[config.mk]
export PLATFORM = sky130hd
export DESIGN_NAME = ret_stack_unit
export DESIGN_NICKNAME = d
export VERILOG_FILES = /design/src/design/ret_stack_pkg.sv /design/src/design/common_bank_map.sv /design/src/design/ret_stack_unit.sv
export VERILOG_INCLUDE_DIRS = /design/src /design/src/design
export SDC_FILE = /design/constraint.sdc
export NUM_CORES = 1
export LEC_CHECK = 0
export BUFFER_PORTS_ARGS = -buffer_cell sky130_fd_sc_hd__buf_4
export CAP_MARGIN = 5
export CORE_AREA = 2 2 166 168
export CTS_CLUSTER_DIAMETER = 100
export DETAILED_ROUTE_END_ITERATION = 8
export DIE_AREA = 0 0 168 170
export PLACE_DENSITY = 0.54
export SYNTH_ARGS = -nofsm -noshare
export SYNTH_HDL_FRONTEND = slang
export SYNTH_SLANG_ARGS = --single-unit
[constraint.sdc]
create_clock -name clk_sys_i -period 2.6 [get_ports clk_sys_i]
set_input_delay 0.26 -clock clk_sys_i [delete_from_list [all_inputs] [get_ports clk_sys_i]]
set_output_delay 0.26 -clock clk_sys_i [all_outputs]
set_load 0.05 [all_outputs]
[src/design/ret_stack_cfg.svh]
// constants for the return and interrupt stack unit
// assumes inclusion by its bare name from design and bench files
`ifndef RET_STACK_CFG_SVH
`define RET_STACK_CFG_SVH

// program counter and stack geometry
`define RS_PC_W 13
`define RS_STACK_DEPTH 8
`define RS_IRQ_VECTOR 13'h0004
// byte-wide data path
`define RS_DATA_W 8
// global interrupt enable position in the interrupt control register
`define RS_IRQ_EN_BIT 7
// data memory: bank select width, in-bank address width, shared low bytes
`define RS_BANK_W 1
`define RS_BANK_ADDR_W 7
`define RS_COMMON_BYTES 16
// reset values
`define RS_PC_RST 13'h0000
`define RS_BYTE_RST 8'h00
// length of every return in instruction cycles
`define RS_RET_CYCLES 2

`endif

[src/design/ret_stack_pkg.sv]
// types shared by the return and interrupt stack unit
// assumes the cfg header is compiled alongside
package ret_stack_pkg;

    // sequencing state: exec runs instructions, flush is the second cycle of a branch
    typedef enum logic [0:0] {
        ST_EXEC  = 1'b0,
        ST_FLUSH = 1'b1
    } seq_state_e;

endpackage

[src/design/common_bank_map.sv]
// resolves a banked data address into a physical data memory address
// assumes a purely combinational use inside the core clock domain
`timescale 1ns/100ps
`include "ret_stack_cfg.svh"

module common_bank_map #(
    parameter int BANK_W = `RS_BANK_W,
    parameter int ADDR_W = `RS_BANK_ADDR_W,
    parameter int COMMON = `RS_COMMON_BYTES
) (
    input wire logic [BANK_W-1:0] bank_sel_i,
    input wire logic [ADDR_W-1:0] bank_addr_i,
    output logic [BANK_W+ADDR_W-1:0] phys_addr_o
);

    // ==========================================================
    // elaboration check
    generate
        if (COMMON < 1 || COMMON > (1 << ADDR_W))
        begin : g_bad_common
            $error("common region does not fit in a bank");
        end
    endgenerate

    // ==========================================================
    // address resolution
    // low locations ignore the bank select, so all banks share them
    always_comb
    begin
        if (int'(bank_addr_i) < COMMON)
        begin
            phys_addr_o = {{BANK_W{1'b0}}, bank_addr_i};
        end
        else
        begin
            phys_addr_o = {bank_sel_i, bank_addr_i};
        end
    end

endmodule

[src/design/ret_stack_unit.sv]
// return and interrupt stack unit of the core sequencer
// assumes the decoder raises at most what it means to execute this cycle,
// one clock equals one instruction cycle, sys_rst_i is the device reset
// Function
// - interrupt entry saves only return program counter
// - low 16 bytes shared by every bank
// - interrupt return pops top into counter, two cycles
// - interrupt return sets global interrupt enable bit
// - literal return loads 8-bit literal into working
// - literal return pops counter, two cycles total
// - plain return pops top into counter, two cycles
`timescale 1ns/100ps
`include "ret_stack_cfg.svh"

module ret_stack_unit
    import ret_stack_pkg::*;
#(
    parameter int PC_W = `RS_PC_W,
    parameter int DEPTH = `RS_STACK_DEPTH
) (
    input wire logic clk_sys_i,
    input wire logic sys_rst_i,
    input wire logic pc_inc_i,
    input wire logic call_i,
    input wire logic [PC_W-1:0] call_target_i,
    input wire logic irq_entry_i,
    input wire logic return_i,
    input wire logic return_with_literal_op_i,
    input wire logic [`RS_DATA_W-1:0] literal_i,
    input wire logic return_from_interrupt_op_i,
    input wire logic w_wr_i,
    input wire logic [`RS_DATA_W-1:0] w_data_i,
    input wire logic status_wr_i,
    input wire logic [`RS_DATA_W-1:0] status_data_i,
    input wire logic intctl_wr_i,
    input wire logic [`RS_DATA_W-1:0] intctl_data_i,
    input wire logic [`RS_BANK_W-1:0] bank_sel_i,
    input wire logic [`RS_BANK_ADDR_W-1:0] bank_addr_i,
    output logic [PC_W-1:0] program_counter_o,
    output logic [`RS_DATA_W-1:0] working_reg_o,
    output logic [`RS_DATA_W-1:0] status_o,
    output logic [`RS_DATA_W-1:0] interrupt_control_reg_o,
    output logic [$clog2(DEPTH)-1:0] stack_ptr_o,
    output logic flush_o,
    output logic [`RS_BANK_W+`RS_BANK_ADDR_W-1:0] data_addr_o
);

    localparam int SP_W = $clog2(DEPTH);

    // ==========================================================
    // elaboration check
    generate
        if (PC_W < 4 || DEPTH < 2 || (1 << SP_W) != DEPTH)
        begin : g_bad_param
            $error("stack depth must be a power of two, counter at least 4 bits");
        end
    endgenerate

    // ==========================================================
    // state
    seq_state_e state_r, state_nxt; // exec or flush cycle
    logic [PC_W-1:0] pc_r, pc_nxt; // program counter
    logic [SP_W-1:0] sp_r, sp_nxt; // next free slot, wraps
    logic [`RS_DATA_W-1:0] w_r, w_nxt; // working register
    logic [`RS_DATA_W-1:0] status_r, status_nxt; // status flags
    logic [`RS_DATA_W-1:0] intctl_r, intctl_nxt; // interrupt control
    logic [PC_W-1:0] stack_mem [DEPTH]; // return address stack
    logic push_en; // write a stack slot this cycle
    logic [PC_W-1:0] push_val; // value written to the stack
    logic [PC_W-1:0] top_val; // stack_top_entry
    logic [SP_W-1:0] top_idx; // index of stack_top_entry
    logic [`RS_BANK_W+`RS_BANK_ADDR_W-1:0] map_addr; // resolved data address
    logic [`RS_BANK_W+`RS_BANK_ADDR_W-1:0] data_addr_r; // registered data address
    logic can_exec; // ops only taken in exec cycle
    logic do_irq, do_ret_int, do_ret_lit, do_ret, do_call, do_any;

    // ==========================================================
    // shared bank mapper
    common_bank_map #(
        .BANK_W(`RS_BANK_W),
        .ADDR_W(`RS_BANK_ADDR_W),
        .COMMON(`RS_COMMON_BYTES)
    ) u_map (
        .bank_sel_i(bank_sel_i),
        .bank_addr_i(bank_addr_i),
        .phys_addr_o(map_addr)
    );

    // ==========================================================
    // operation select, fixed priority
    assign top_idx = sp_r - SP_W'(1);
    assign top_val = stack_mem[top_idx];
    assign can_exec = (state_r == ST_EXEC);
    assign do_irq = can_exec && irq_entry_i;
    assign do_ret_int = can_exec && !irq_entry_i && return_from_interrupt_op_i;
    assign do_ret_lit = can_exec && !irq_entry_i && !return_from_interrupt_op_i
        && return_with_literal_op_i;
    assign do_ret = can_exec && !irq_entry_i && !return_from_interrupt_op_i
        && !return_with_literal_op_i && return_i;
    assign do_call = can_exec && !irq_entry_i && !return_from_interrupt_op_i
        && !return_with_literal_op_i && !return_i && call_i;
    assign do_any = do_irq || do_ret_int || do_ret_lit || do_ret || do_call;

    // ==========================================================
    // next values
    always_comb
    begin
        state_nxt = ST_EXEC;
        pc_nxt = pc_r;
        sp_nxt = sp_r;
        w_nxt = w_r;
        status_nxt = status_r;
        intctl_nxt = intctl_r;
        push_en = 1'b0;
        push_val = pc_r;
        // software writes, overridden below by hardware events
        if (w_wr_i)
        begin
            w_nxt = w_data_i;
        end
        if (status_wr_i)
        begin
            status_nxt = status_data_i;
        end
        if (intctl_wr_i)
        begin
            intctl_nxt = intctl_data_i;
        end
        if (do_irq)
        begin
            push_en = 1'b1;
            push_val = pc_r;
            sp_nxt = sp_r + SP_W'(1);
            pc_nxt = `RS_IRQ_VECTOR;
            intctl_nxt[`RS_IRQ_EN_BIT] = 1'b0;
            state_nxt = ST_FLUSH;
        end
        else if (do_ret_int)
        begin
            pc_nxt = top_val;
            sp_nxt = top_idx;
            intctl_nxt[`RS_IRQ_EN_BIT] = 1'b1;
            state_nxt = ST_FLUSH;
        end
        else if (do_ret_lit)
        begin
            w_nxt = literal_i;
            pc_nxt = top_val;
            sp_nxt = top_idx;
            state_nxt = ST_FLUSH;
        end
        else if (do_ret)
        begin
            pc_nxt = top_val;
            sp_nxt = top_idx;
            state_nxt = ST_FLUSH;
        end
        else if (do_call)
        begin
            // subroutine call pushes the next address
            push_en = 1'b1;
            push_val = pc_r + PC_W'(1);
            sp_nxt = sp_r + SP_W'(1);
            pc_nxt = call_target_i;
            state_nxt = ST_FLUSH;
        end
        else if (can_exec && pc_inc_i)
        begin
            // sequential fetch
            pc_nxt = pc_r + PC_W'(1);
        end
    end

    // ==========================================================
    // registers
    always_ff @(posedge clk_sys_i or posedge sys_rst_i)
    begin
        if (sys_rst_i)
        begin
            state_r <= ST_EXEC;
            pc_r <= `RS_PC_RST;
            sp_r <= '0;
            w_r <= `RS_BYTE_RST;
            status_r <= `RS_BYTE_RST;
            intctl_r <= `RS_BYTE_RST;
            data_addr_r <= '0;
        end
        else
        begin
            state_r <= state_nxt;
            pc_r <= pc_nxt;
            sp_r <= sp_nxt;
            w_r <= w_nxt;
            status_r <= status_nxt;
            intctl_r <= intctl_nxt;
            data_addr_r <= map_addr;
        end
    end

    // stack storage, no reset needed for contents
    always_ff @(posedge clk_sys_i)
    begin
        if (push_en)
        begin
            stack_mem[sp_r] <= push_val;
        end
    end

    // ==========================================================
    // outputs
    assign program_counter_o = pc_r;
    assign working_reg_o = w_r;
    assign status_o = status_r;
    assign interrupt_control_reg_o = intctl_r;
    assign stack_ptr_o = sp_r;
    assign flush_o = (state_r == ST_FLUSH);
    assign data_addr_o = data_addr_r;
endmodule

==> out/qor.yml, run 1 <==
sta:
  layout_setup_ws_ps: 245.6
  highest_attainable_clock_frequency_ghz: 0.4247
  timing.slew.headroom_pct: 59.09
  timing_hold_violations_final: 0
  setup_viol: 0
  worst-slew-pin-transition_ps: 613.1
  post-route-period-util_pct: 90.55
  totalNegativeSetupSlack_ps: 0
  grt_setup_unrepaired: "no"
  min_period_ps: 2354
  timing.clock.skew_ps: 14.38
  report.final.slew_viol_count: 0
clocking:
  cts.repair_timing.setup_buffer_count: 0
  clk_pin_slew_worst_paths_ps: 60
  clockBufferDepth: 2
  cts_num_sinks: 153
  htreeDepth: 4
  clk-insertion-delay-late_ps: 430
  ctsRootBufferMaster: "clkbuf_16"
  tritoncts_clock_tree: "built"
  numCtsBuffers: 17
grt:
  grt_use_total_pct: 12.14
  pin_count_of_the_biggest_net_entering_global_routing: 30
  grt_pass1_vias: 4289
  global_route_wire_length_before_repair_mm: 25.65
  grt.overflow.total: 0
  number_of_antenna_violations_at_the_first_check_in_global_routing: 0
synthesis:
  synth_sequential_area_ratio_pct: 65.77
  synth_most_common_cell: "edfxtp_1"
  post_synth_most_frequent_cells: "104 x edfxtp_1, 49 x dfrtp_1, 37 x nand2_1"
  synth_ff_type: "edfxtp_1"
  synth_top_area_share_pct: 47.23
  netlist-cell-type-count: 50
  synth_area_leaders: "edfxtp_1 47%, dfrtp_1 19%, mux4_2 8.5%"
  synth_edf_count: 104
  yosys_warnings: 0
  postSynthNetCount: 497
  synth_area_mm2: 0.006613
  syn_area_per_cell_um2: 15.38
  synth-seq-cells: 153
  yosysTopAreaCell: "edfxtp_1"
  postSynthCellCount: 430
  ys_async_sr_fraction_pct: 32.03
setup_path:
  critical-path-slowest-cell: "xor2_2"
  cp_max_fo: 8
  worst_ep_arrival_time_ps: 2670
  start_kind: "flop"
  cp_endpoint_kind: "flop"
  worst-setup-path-type: "flop to flop"
  cp_cell_sequence: "inv_1 > ha_1 > xor2_2 > buf_4 > mux2_2 > o22ai_1 > nor2_1"
  timing.critical_path.slowest_cell_delay_ps: 540
  critPathRequiredTime_ps: 2910
power:
  power-per-cell-area_mw_per_mm2: 1069
  leakagePower_nw: 3.259
  ir_drop_uv: 568.7
  fin_total_pwr_w: 0.009162
die:
  horizontal_extent_of_the_die_um: 168
  floorplan.die.height_um: 170
  core.rowCount: 60
  core_mm2: 0.02665
  boundaryPins: 113
  start_util_pct: 24.81
  die_area_mm2: 0.02856
cells_and_area:
  stdcell_count: 921
  layout-drive-gt1-share_pct: 38.62
  layout.filler_cells: 2611
  num_antenna_cells: 0
  layout.area.seq_mm2: 0.004350
  final_core_util_pct: 32.15
  multi_input_comb_area_mm2: 0.002110
  design.final.nets: 634
  synthToLayoutAreaGrowth_pct: 29.56
place:
  dp.cells: 881
  post_dp_hpwl_mm: 11.73
  port_buffers: 112
  gpl.final_weighted_congestion: 0.8411
  place_ws_ps: 229.0
min_path:
  worstHoldPathType: "input port to flop"
drt:
  wl_per_cell_um: 18.33
  routed_via_density: 4.582
  detail-route-antenna-nets: 0
  detailedRoute.firstPassIterationCount: 4
  route.vias.total: 4220
  drt_iter0_drc: 263
  drt_drc_violations_left: 0
  postRouteWirelength_mm: 16.88
flow_run:
  drv.max_cap_violation_count: 0
run_status:
  result_of_the_run: "finished clean"
-- cells in the final DEF, fill, tap and decap left out, types with 8 or more instances in the layout --
master,n
xor2_1,10
dfrtp_1,48
mux2_2,17
dlygate4sd3_1,8
a21oi_1,11
edfxtp_1,104
nor2_1,20
mux2i_1,19
xnor2_1,10
nand2_1,37
o21ai_0,19
clkbuf_16,17
mux4_2,25
buf_4,136
-- where the power goes --
| part | internal (W) | switching, W |
|---|---|---|
| Combinational | 0.00138 | 0.00199 |
| Clock | 0.00132 | 0.000990 |
| Sequential | 0.00315 | 0.000335 |
-- layer usage --
metal / track usage (%) / up-vias / share of wire (%)
met2: 19.35 / 157 / 46
met1: 16.27 / 2134 / 47
met5: 0 / - / 0
met3: 3.558 / 13 / 5.9
met4: 3.025 / 0 / 0.96
li1: - / 1916 / -
-- repair_timing --
action,4_1_cts,5_1_grt
setup endpoints to repair,0,0
endpoints found under the hold margin,22,0
hold buffers,8,0
resized for setup,0,0
-- logic make-up after synthesis --
family / synth area share, %
simple gates: 7.133
flops: 65.77
xor+xnor: 2.781
compound gates: 6.376
mux: 14.68
buf+inv: 2.687
fa+ha+maj: 0.5677
-- registers in the layout, indices dropped and copies added, names as in the netlist --
register	count
interrupt_control_reg_o	8
program_counter_o	13
status_o	8
working_reg_o	8
stack_mem	104
stack_ptr_o	3
flush_o	1
data_addr_o	8
-- stage by stage --
stage | hold slack, ps | cell area [µm²]
after detailed placement | 250.2 | 7934
after floorplan | 291.4 | 6625
final | 43.53 | 8567
after CTS | 32.27 | 8567
after global placement | 244.0 | 7934
after global routing | 50.47 | 8567
-- critical path, delay by kind of cell (launching register included) --
family	cells	cell delay, ps
multiplexers	1	360
adder cells (fa/ha/maj)	1	240
AND/OR/NAND/NOR	1	50
AO/OA/AOI/OAI	1	160
XOR/XNOR	1	540
flip-flops	1	500
buffers and inverters	2	390
-- path summary, 6_finish.rpt --
| path | start | to | slack (ps) | cells past startpoint |
|---|---|---|---|---|
| setup / recovery | stack_ptr_o[1] | program_counter_o[4] | 250 | 7 |
| hold / removal | literal_i[2] | working_reg_o[2] | 40 | 3 |
| setup reg to reg | stack_ptr_o[1] | program_counter_o[4] | 250 | 7 |
| hold reg to reg | status_o[0] | status_o[0] | 500 | 1 |
| max in group asynchronous | sys_rst_i | program_counter_o[1] | 1680 | 4 |
| min in group asynchronous | sys_rst_i | stack_ptr_o[0] | 360 | 3 |
-- layout make-up --
class	instances	area share, %
Clock inverter	14	1.446
Multi-Input combinational cell	244	24.62
Tap cell	341	4.980
Timing Repair Buffer	144	12.85
Inverter	7	0.3067
Clock buffer	18	5.009
Sequential cell	153	50.78
No activity file was read; power rests on OpenSTA's default activity.
==> run 2: changes to the inputs <==
Settings changed: CORE_AREA 2 2 166 168 to 2 2 165 167, DIE_AREA 0 0 168 170 to 0 0 167 169, SYNTH_HIERARCHICAL set to 1.
==> out/qor.yml, run 2 <==
run_status:
  result_of_the_run: "finished clean"  # unchanged
cells_and_area:
  layout-drive-gt1-share_pct: 37.22  # was 38.62%
  synthToLayoutAreaGrowth_pct: 30.13  # was 29.56%
  largest_register_ff_count: 104  # unchanged
  design.final.nets: 629  # was 634
  most_flop_heavy_register: "stack_mem"  # unchanged
  layout_commonest_cell: "buf_4"  # unchanged
  final_core_util_pct: 32.18  # was 32.15%
  highest_count_cells_in_the_layout_ignoring_fill_and_taps: "137 x buf_4, 104 x edfxtp_1, 48 x dfrtp_1, 38 x nand2_1, 21 x mux4_2"  # was 136 x buf_4, 104 x edfxtp_1, 48 x dfrtp_1, 37 x nand2_1, 25 x mux4_2
  stdcell_count: 916  # was 921
  num_antenna_cells: 0  # unchanged
synthesis:
  synth_area_leaders: "edfxtp_1 48%, dfrtp_1 19%, mux4_2 7.2%"  # was edfxtp_1 47%, dfrtp_1 19%, mux4_2 8.5%
  post_synth_most_frequent_cells: "104 x edfxtp_1, 49 x dfrtp_1, 38 x nand2_1"  # was 104 x edfxtp_1, 49 x dfrtp_1, 37 x nand2_1
  synth_area_mm2: 0.006554  # was 0.006613 mm²
  ys_async_sr_fraction_pct: 32.03  # unchanged
  yosysTopAreaCell: "edfxtp_1"  # unchanged
  yosys_warnings: 6  # was 0
  synth_ff_type: "edfxtp_1"  # unchanged
  synth_edf_count: 104  # unchanged
  synth_sequential_area_ratio_pct: 66.36  # was 65.77%
  synth-seq-cells: 153  # unchanged
  postSynthNetCount: 495  # was 497
  synth_top_area_share_pct: 47.65  # was 47.23%
  synth_most_common_cell: "edfxtp_1"  # unchanged
  postSynthCellCount: 428  # was 430
  netlist-cell-type-count: 45  # was 50
  syn_area_per_cell_um2: 15.31  # was 15.38 µm²
power:
  switching_share_pct: 35.87  # was 36.17%
  p_int_w: 0.006007  # was 0.005848 W
  part_of_the_total_power_dissipated_in_combinational_logic_pct: 38.2  # was 36.7%
  p_switching_w: 0.003359  # was 0.003314 W
  power-per-cell-area_mw_per_mm2: 1098  # was 1069 mW/mm²
  ir_drop_uv: 496.2  # was 568.7 µV
  leakagePower_nw: 3.236  # was 3.259 nW
  seqPwrFrac_pct: 36.9  # was 38.1%
  power.clock.fraction_pct: 24.9  # was 25.2%
clocking:
  clockBufferDepth: 2  # unchanged
  cts_num_sinks: 153  # unchanged
  ctsResizeCount: 0  # unchanged
  ctsRootBufferMaster: "clkbuf_16"  # unchanged
  clk_pin_slew_worst_paths_ps: 60  # about the same
  cts.repair_timing.setup_buffer_count: 0  # unchanged
  tritoncts_clock_tree: "built"  # unchanged
  htreeDepth: 4  # unchanged
  numCtsBuffers: 17  # unchanged
  clk-insertion-delay-late_ps: 420  # was 430 ps
sta:
  grt_setup_unrepaired: "no"  # unchanged
  setup_viol: 0  # unchanged
  post-route-period-util_pct: 89.50  # was 90.55%
  highest_attainable_clock_frequency_ghz: 0.4298  # was 0.4247 GHz
  timing.slew.headroom_pct: 54.35  # was 59.09%
  totalNegativeSetupSlack_ps: 0  # unchanged
  worst-slew-pin-transition_ps: 679.8  # was 613.1 ps
  report.final.slew_viol_count: 0  # unchanged
  timing.clock.skew_ps: 8.998  # was 14.38 ps
  timing_hold_violations_final: 0  # unchanged
  min_period_ps: 2327  # was 2354 ps
drt:
  postRouteWirelength_mm: 17.05  # was 16.88 mm
  drt_iter0_drc: 432  # was 263
  routed_via_density: 4.630  # was 4.582
  detailedRoute.firstPassIterationCount: 5  # was 4
  drt_drc_violations_left: 0  # unchanged
  wl_per_cell_um: 18.61  # was 18.33 µm
  detail-route-antenna-nets: 0  # unchanged
  route.vias.total: 4241  # was 4220
die:
  core_mm2: 0.02650  # was 0.02665 mm²
  horizontal_extent_of_the_die_um: 167  # was 168 µm
  boundaryPins: 113  # unchanged
  start_util_pct: 24.73  # was 24.81%
  die_area_mm2: 0.02822  # was 0.02856 mm²
  floorplan.die.height_um: 169  # was 170 µm
  core.rowCount: 60  # unchanged
place:
  gpl.final_weighted_congestion: 0.8504  # was 0.8411
  dp.cells: 876  # was 881
  post_dp_hpwl_mm: 11.80  # was 11.73 mm
  port_buffers: 112  # unchanged
grt:
  grt_pass1_vias: 4314  # was 4289
  pin_count_of_the_biggest_net_entering_global_routing: 30  # unchanged
  global_route_wire_length_before_repair_mm: 25.85  # was 25.65 mm
  grt_use_total_pct: 12.26  # was 12.14%
  number_of_antenna_violations_at_the_first_check_in_global_routing: 0  # unchanged
  grt.overflow.total: 0  # unchanged
setup_path:
  critical-path-slowest-cell: "nor4_1"  # was xor2_2
  cp_endpoint_kind: "flop"  # unchanged
  worst-setup-path-type: "flop to flop"  # unchanged
  critPathRequiredTime_ps: 2730  # was 2910 ps
  timing.critical_path.slowest_cell_delay_ps: 560  # was 540 ps
  worst_ep_arrival_time_ps: 2460  # was 2670 ps
  cp_cell_sequence: "nand4_1 > nor4_1 > nand2_1 > xnor2_1"  # was inv_1 > ha_1 > xor2_2 > buf_4 > mux2_2 > o22ai_1 > nor2_1
  cp_max_fo: 9  # was 8
  start_kind: "flop"  # unchanged
flow_run:
  drv.max_cap_violation_count: 0  # unchanged
min_path:
  worstHoldPathType: "input port to flop"  # unchanged
[run 2: through the flow]
stage | power (W) | instance area [µm²] | hold slack, ps | worst slack (ps)
after detailed placement | 0.007111 | 7885 | 287.7 | 283.6
after global placement | 0.007038 | 7885 | 283.6 | 394.2
final | 0.009367 | 8528 | 54.97 | 273.1
after CTS | 0.009500 | 8528 | 41.45 | 309.9
after floorplan | 0.005919 | 6578 | 346.7 | 24.83
after global routing | 0.009847 | 8528 | 49.31 | 46.12
[run 2: worst paths after layout]
path                       cells after the start                  from  slack [ps]                    endpoint
setup / recovery                               4  program_counter_o[3]         270            stack_mem[2][11]
hold / removal                                 3          literal_i[3]          50            working_reg_o[3]
setup reg to reg                               4  program_counter_o[3]         270            stack_mem[2][11]
hold reg to reg                                1           status_o[6]         510                 status_o[6]
max in group asynchronous                      4             sys_rst_i        1630  interrupt_control_reg_o[4]
min in group asynchronous                      3             sys_rst_i         390              data_addr_o[0]
[run 2: worst max-delay path: cells and delay by family, from the launching register on]
| family | cells | cell delay (ps) |
|---|---|---|
| xor+xnor | 1 | 510 |
| flops | 1 | 490 |
| simple gates | 3 | 1040 |
[run 2: timing repair]
action	4_1_cts	5_1_grt
setup endpoints to repair	0	0
hold buffers	8	0
endpoints found under the hold margin	24	0
[run 2: power by group through the flow]
stage	logic [W]	registers, W	clock network [W]
final	0.00357	0.00346	0.00234
after global routing	0.00382	0.00350	0.00253
after CTS	0.00363	0.00346	0.00241
after detailed placement	0.00361	0.00351	0
after global placement	0.00355	0.00349	0
after floorplan	0.00192	0.00399	0
[run 2: final cells by class]
class                      count  area [µm²]
clock buffer                  20       436.7
clock inverter                12       126.4
fill                        2596       17970
inverter                       7       26.28
multi-input combinational    238        2053
sequential                   153        4350
tap                          341       426.7
timing repair buffer         145        1109
[run 2: cells by family after synthesis]
group	after synthesis	share of synthesized area [%]
muxes	61	14.68
xor gates and xnor gates	21	3.093
AOI/OAI and AO/OA	59	6.148
and+or+nand+nor	94	6.491
buffers and inverters	37	2.654
DFF	153	66.36
adders and majority gates	3	0.5728
[run 2: layer usage]
| layer | vias up | part of all wire [%] | wire length (µm) | track usage (%) |
|---|---|---|---|---|
| met5 | - | 0 | 0 | 0 |
| met4 | 0 | 1.0 | 174 | 3.111 |
| met3 | 16 | 8.0 | 1372 | 4.185 |
| met2 | 200 | 46 | 7802 | 18.86 |
| met1 | 2125 | 45 | 7700 | 16.64 |
| li1 | 1900 | - | - | - |
==> run 3: changes to the inputs <==
Settings changed: CAP_MARGIN 5 to unset, CORE_AREA 2 2 165 167 to 2 2 118 120, DIE_AREA 0 0 167 169 to 0 0 120 122, PLACE_DENSITY 0.54 to 0.85.
==> out/qor.yml, run 3 (synthesis results as in run 2) <==
setup_path:
  reg2reg_setup_slack_ps: 150  # was 270 ps
  path_depth: 4  # unchanged
  critPathTopFamily: "simple AND/OR/NAND/NOR gates"  # unchanged
  worst_case_reg_to_reg_path_depth: 4  # unchanged
  worst-setup-path-type: "flop to flop"  # unchanged
  critPathRequiredTime_ps: 2740  # was 2730 ps
  worst_ep_arrival_time_ps: 2580  # was 2460 ps
  cp_cell_sequence: "nand3_1 > nor4_1 > nand2_1 > xnor2_1"  # was nand4_1 > nor4_1 > nand2_1 > xnor2_1
  start_kind: "flop"  # unchanged
  critical-path-slowest-cell: "nor4_1"  # unchanged
  r2r-start: "program_counter_o[2]"  # was program_counter_o[3]
  critical_path.startpoint: "program_counter_o[2]"  # was program_counter_o[3]
  crit_path_end: "stack_mem[7][11]"  # was stack_mem[2][11]
  cp_num_buf_inv: 0  # unchanged
  regToRegEndpoint: "stack_mem[7][11]"  # was stack_mem[2][11]
  cp_max_fo: 8  # was 9
  timing.critical_path.slowest_cell_delay_ps: 580  # was 560 ps
  cp_endpoint_kind: "flop"  # unchanged
sta:
  timing.clock.skew_ps: 5.433  # was 8.998 ps
  timing_hold_violations_final: 0  # unchanged
  totalNegativeSetupSlack_ps: 0  # unchanged
  report.final.slew_viol_count: 0  # unchanged
  setup_viol: 0  # unchanged
  post-route-period-util_pct: 94.08  # was 89.50%
  grt_setup_unrepaired: "no"  # unchanged
  min_period_ps: 2446  # was 2327 ps
  highest_attainable_clock_frequency_ghz: 0.4088  # was 0.4298 GHz
  worst-slew-pin-transition_ps: 645.4  # was 679.8 ps
  timing.slew.headroom_pct: 56.67  # was 54.35%
cells_and_area:
  layout-drive-gt1-share_pct: 37.39  # was 37.22%
  multi_input_comb_area_mm2: 0.002061  # was 0.002053 mm²
  largest_register_ff_count: 104  # unchanged
  synthToLayoutAreaGrowth_pct: 27.93  # was 30.13%
  design.final.nets: 629  # unchanged
  num_antenna_cells: 0  # unchanged
  layout_commonest_cell: "buf_4"  # unchanged
  highest_count_cells_in_the_layout_ignoring_fill_and_taps: "136 x buf_4, 104 x edfxtp_1, 48 x dfrtp_1, 38 x nand2_1, 21 x mux4_2"  # was 137 x buf_4, 104 x edfxtp_1, 48 x dfrtp_1, 38 x nand2_1, 21 x mux4_2
  layout.filler_cells: 941  # was 2596
  stdcell_count: 755  # was 916
  layout.area.seq_mm2: 0.004350  # unchanged
  most_flop_heavy_register: "stack_mem"  # unchanged
drt:
  wl_per_cell_um: 22.11  # was 18.61 µm
  postRouteWirelength_mm: 16.69  # was 17.05 mm
  drt_iter0_drc: 469  # was 432
  drt_drc_violations_left: 0  # unchanged
  detailedRoute.firstPassIterationCount: 6  # was 5
  route.vias.total: 4385  # was 4241
  detail-route-antenna-nets: 0  # unchanged
  routed_via_density: 5.808  # was 4.630
grt:
  number_of_antenna_violations_at_the_first_check_in_global_routing: 0  # unchanged
  grt_use_total_pct: 23.97  # was 12.26%
  grt_pass1_vias: 4472  # was 4314
  pin_count_of_the_biggest_net_entering_global_routing: 30  # unchanged
  global_route_wire_length_before_repair_mm: 25.27  # was 25.85 mm
  grt.overflow.total: 0  # unchanged
die:
  boundaryPins: 113  # unchanged
  core_mm2: 0.01350  # was 0.02650 mm²
  horizontal_extent_of_the_die_um: 120  # was 167 µm
  core.rowCount: 43  # was 60
  floorplan.die.height_um: 122  # was 169 µm
  die_area_mm2: 0.01464  # was 0.02822 mm²
  start_util_pct: 48.53  # was 24.73%
clocking:
  clk-insertion-delay-late_ps: 420  # about the same
  tritoncts_clock_tree: "built"  # unchanged
  cts.repair_timing.setup_buffer_count: 0  # unchanged
  numCtsBuffers: 17  # unchanged
  clk_pin_slew_worst_paths_ps: 60  # about the same
  ctsRootBufferMaster: "clkbuf_16"  # unchanged
  htreeDepth: 4  # unchanged
  clockBufferDepth: 2  # unchanged
  cts_num_sinks: 153  # unchanged
run_status:
  result_of_the_run: "finished clean"  # unchanged
place:
  port_buffers: 112  # unchanged
  dp.cells: 715  # was 876
  gpl.final_weighted_congestion: 0.8496  # was 0.8504
  post_dp_hpwl_mm: 11.10  # was 11.80 mm
min_path:
  worstHoldPathType: "input port to flop"  # unchanged
power:
  leakagePower_nw: 3.266  # was 3.236 nW
  power-per-cell-area_mw_per_mm2: 1130  # was 1098 mW/mm²
  ir_drop_uv: 563.4  # was 496.2 µV
flow_run:
  drv.max_cap_violation_count: 0  # unchanged
==> run 3: cell count changes in the layout (fill, tap and decap cells not counted), sizes merged <==
cell      change
clkbuf        +3
inv           -1
bufinv        +1
clkinv        -2
clkinvlp      -1
==> run 3: where the power goes <==
group          switching (W)  internal, W
Combinational        0.00208      0.00145
Sequential          0.000306      0.00316
Clock               0.000904      0.00157
==> run 3: stage by stage <==
step | hold WS [ps] | cell area, µm² | setup slack, ps | utilization, % | total power [W]
floorplan | 346.7 | 6578 | 24.83 | - | 0.005919
global placement | 362.9 | 7696 | 285.0 | 56.99 | 0.006871
detailed placement | 373.4 | 7696 | 156.4 | 56.99 | 0.006983
CTS | 30.44 | 8377 | 232.2 | 62.03 | 0.009490
global route | 36.03 | 8384 | 36.61 | 62.09 | 0.009854
finish | 47.36 | 8384 | 153.8 | 62.09 | 0.009470
==> run 3: per-layer routing <==
| layer | up-vias | GRT usage (%) | part of all wire [%] |
|---|---|---|---|
| met5 | - | 0 | 0 |
| met4 | 0 | 12.57 | 3.6 |
| met3 | 56 | 6.601 | 11 |
| met2 | 313 | 39.99 | 48 |
| met1 | 2118 | 28.57 | 37 |
| li1 | 1898 | - | - |
==> run 3: worst min path at each step <==
stage,start,endpoint,slack [ps],cells past startpoint
floorplan,irq_entry_i,interrupt_control_reg_o[7],350,1
global placement,sys_rst_i,working_reg_o[3],360,2
detailed placement,bank_addr_i[0],data_addr_o[0],370,1
CTS,literal_i[1],working_reg_o[1],30,3
global route,literal_i[1],working_reg_o[1],40,3
finish,literal_i[2],working_reg_o[2],50,3
==> run 3: layout make-up <==
class / instances / area share [%]
Clock buffer: 23 / 5.701
Clock inverter: 9 / 1.462
Inverter: 7 / 0.3134
Multi-Input combinational cell: 238 / 24.58
Sequential cell: 153 / 51.89
Tap cell: 180 / 2.686
Timing Repair Buffer: 145 / 13.37
==> run 3: repair_timing <==
action	4_1_cts	5_1_grt
endpoints found under the setup margin	0	8
resized for setup	0	1
hold buffers	8	0
endpoints found under the hold margin	30	0
==> run 3: worst reg2reg max path, cell delays in order, from the launching register on <==
cell	delay (ps)
dfrtp_1	560
nand3_1	310
nor4_1	580
nand2_1	160
xnor2_1	550
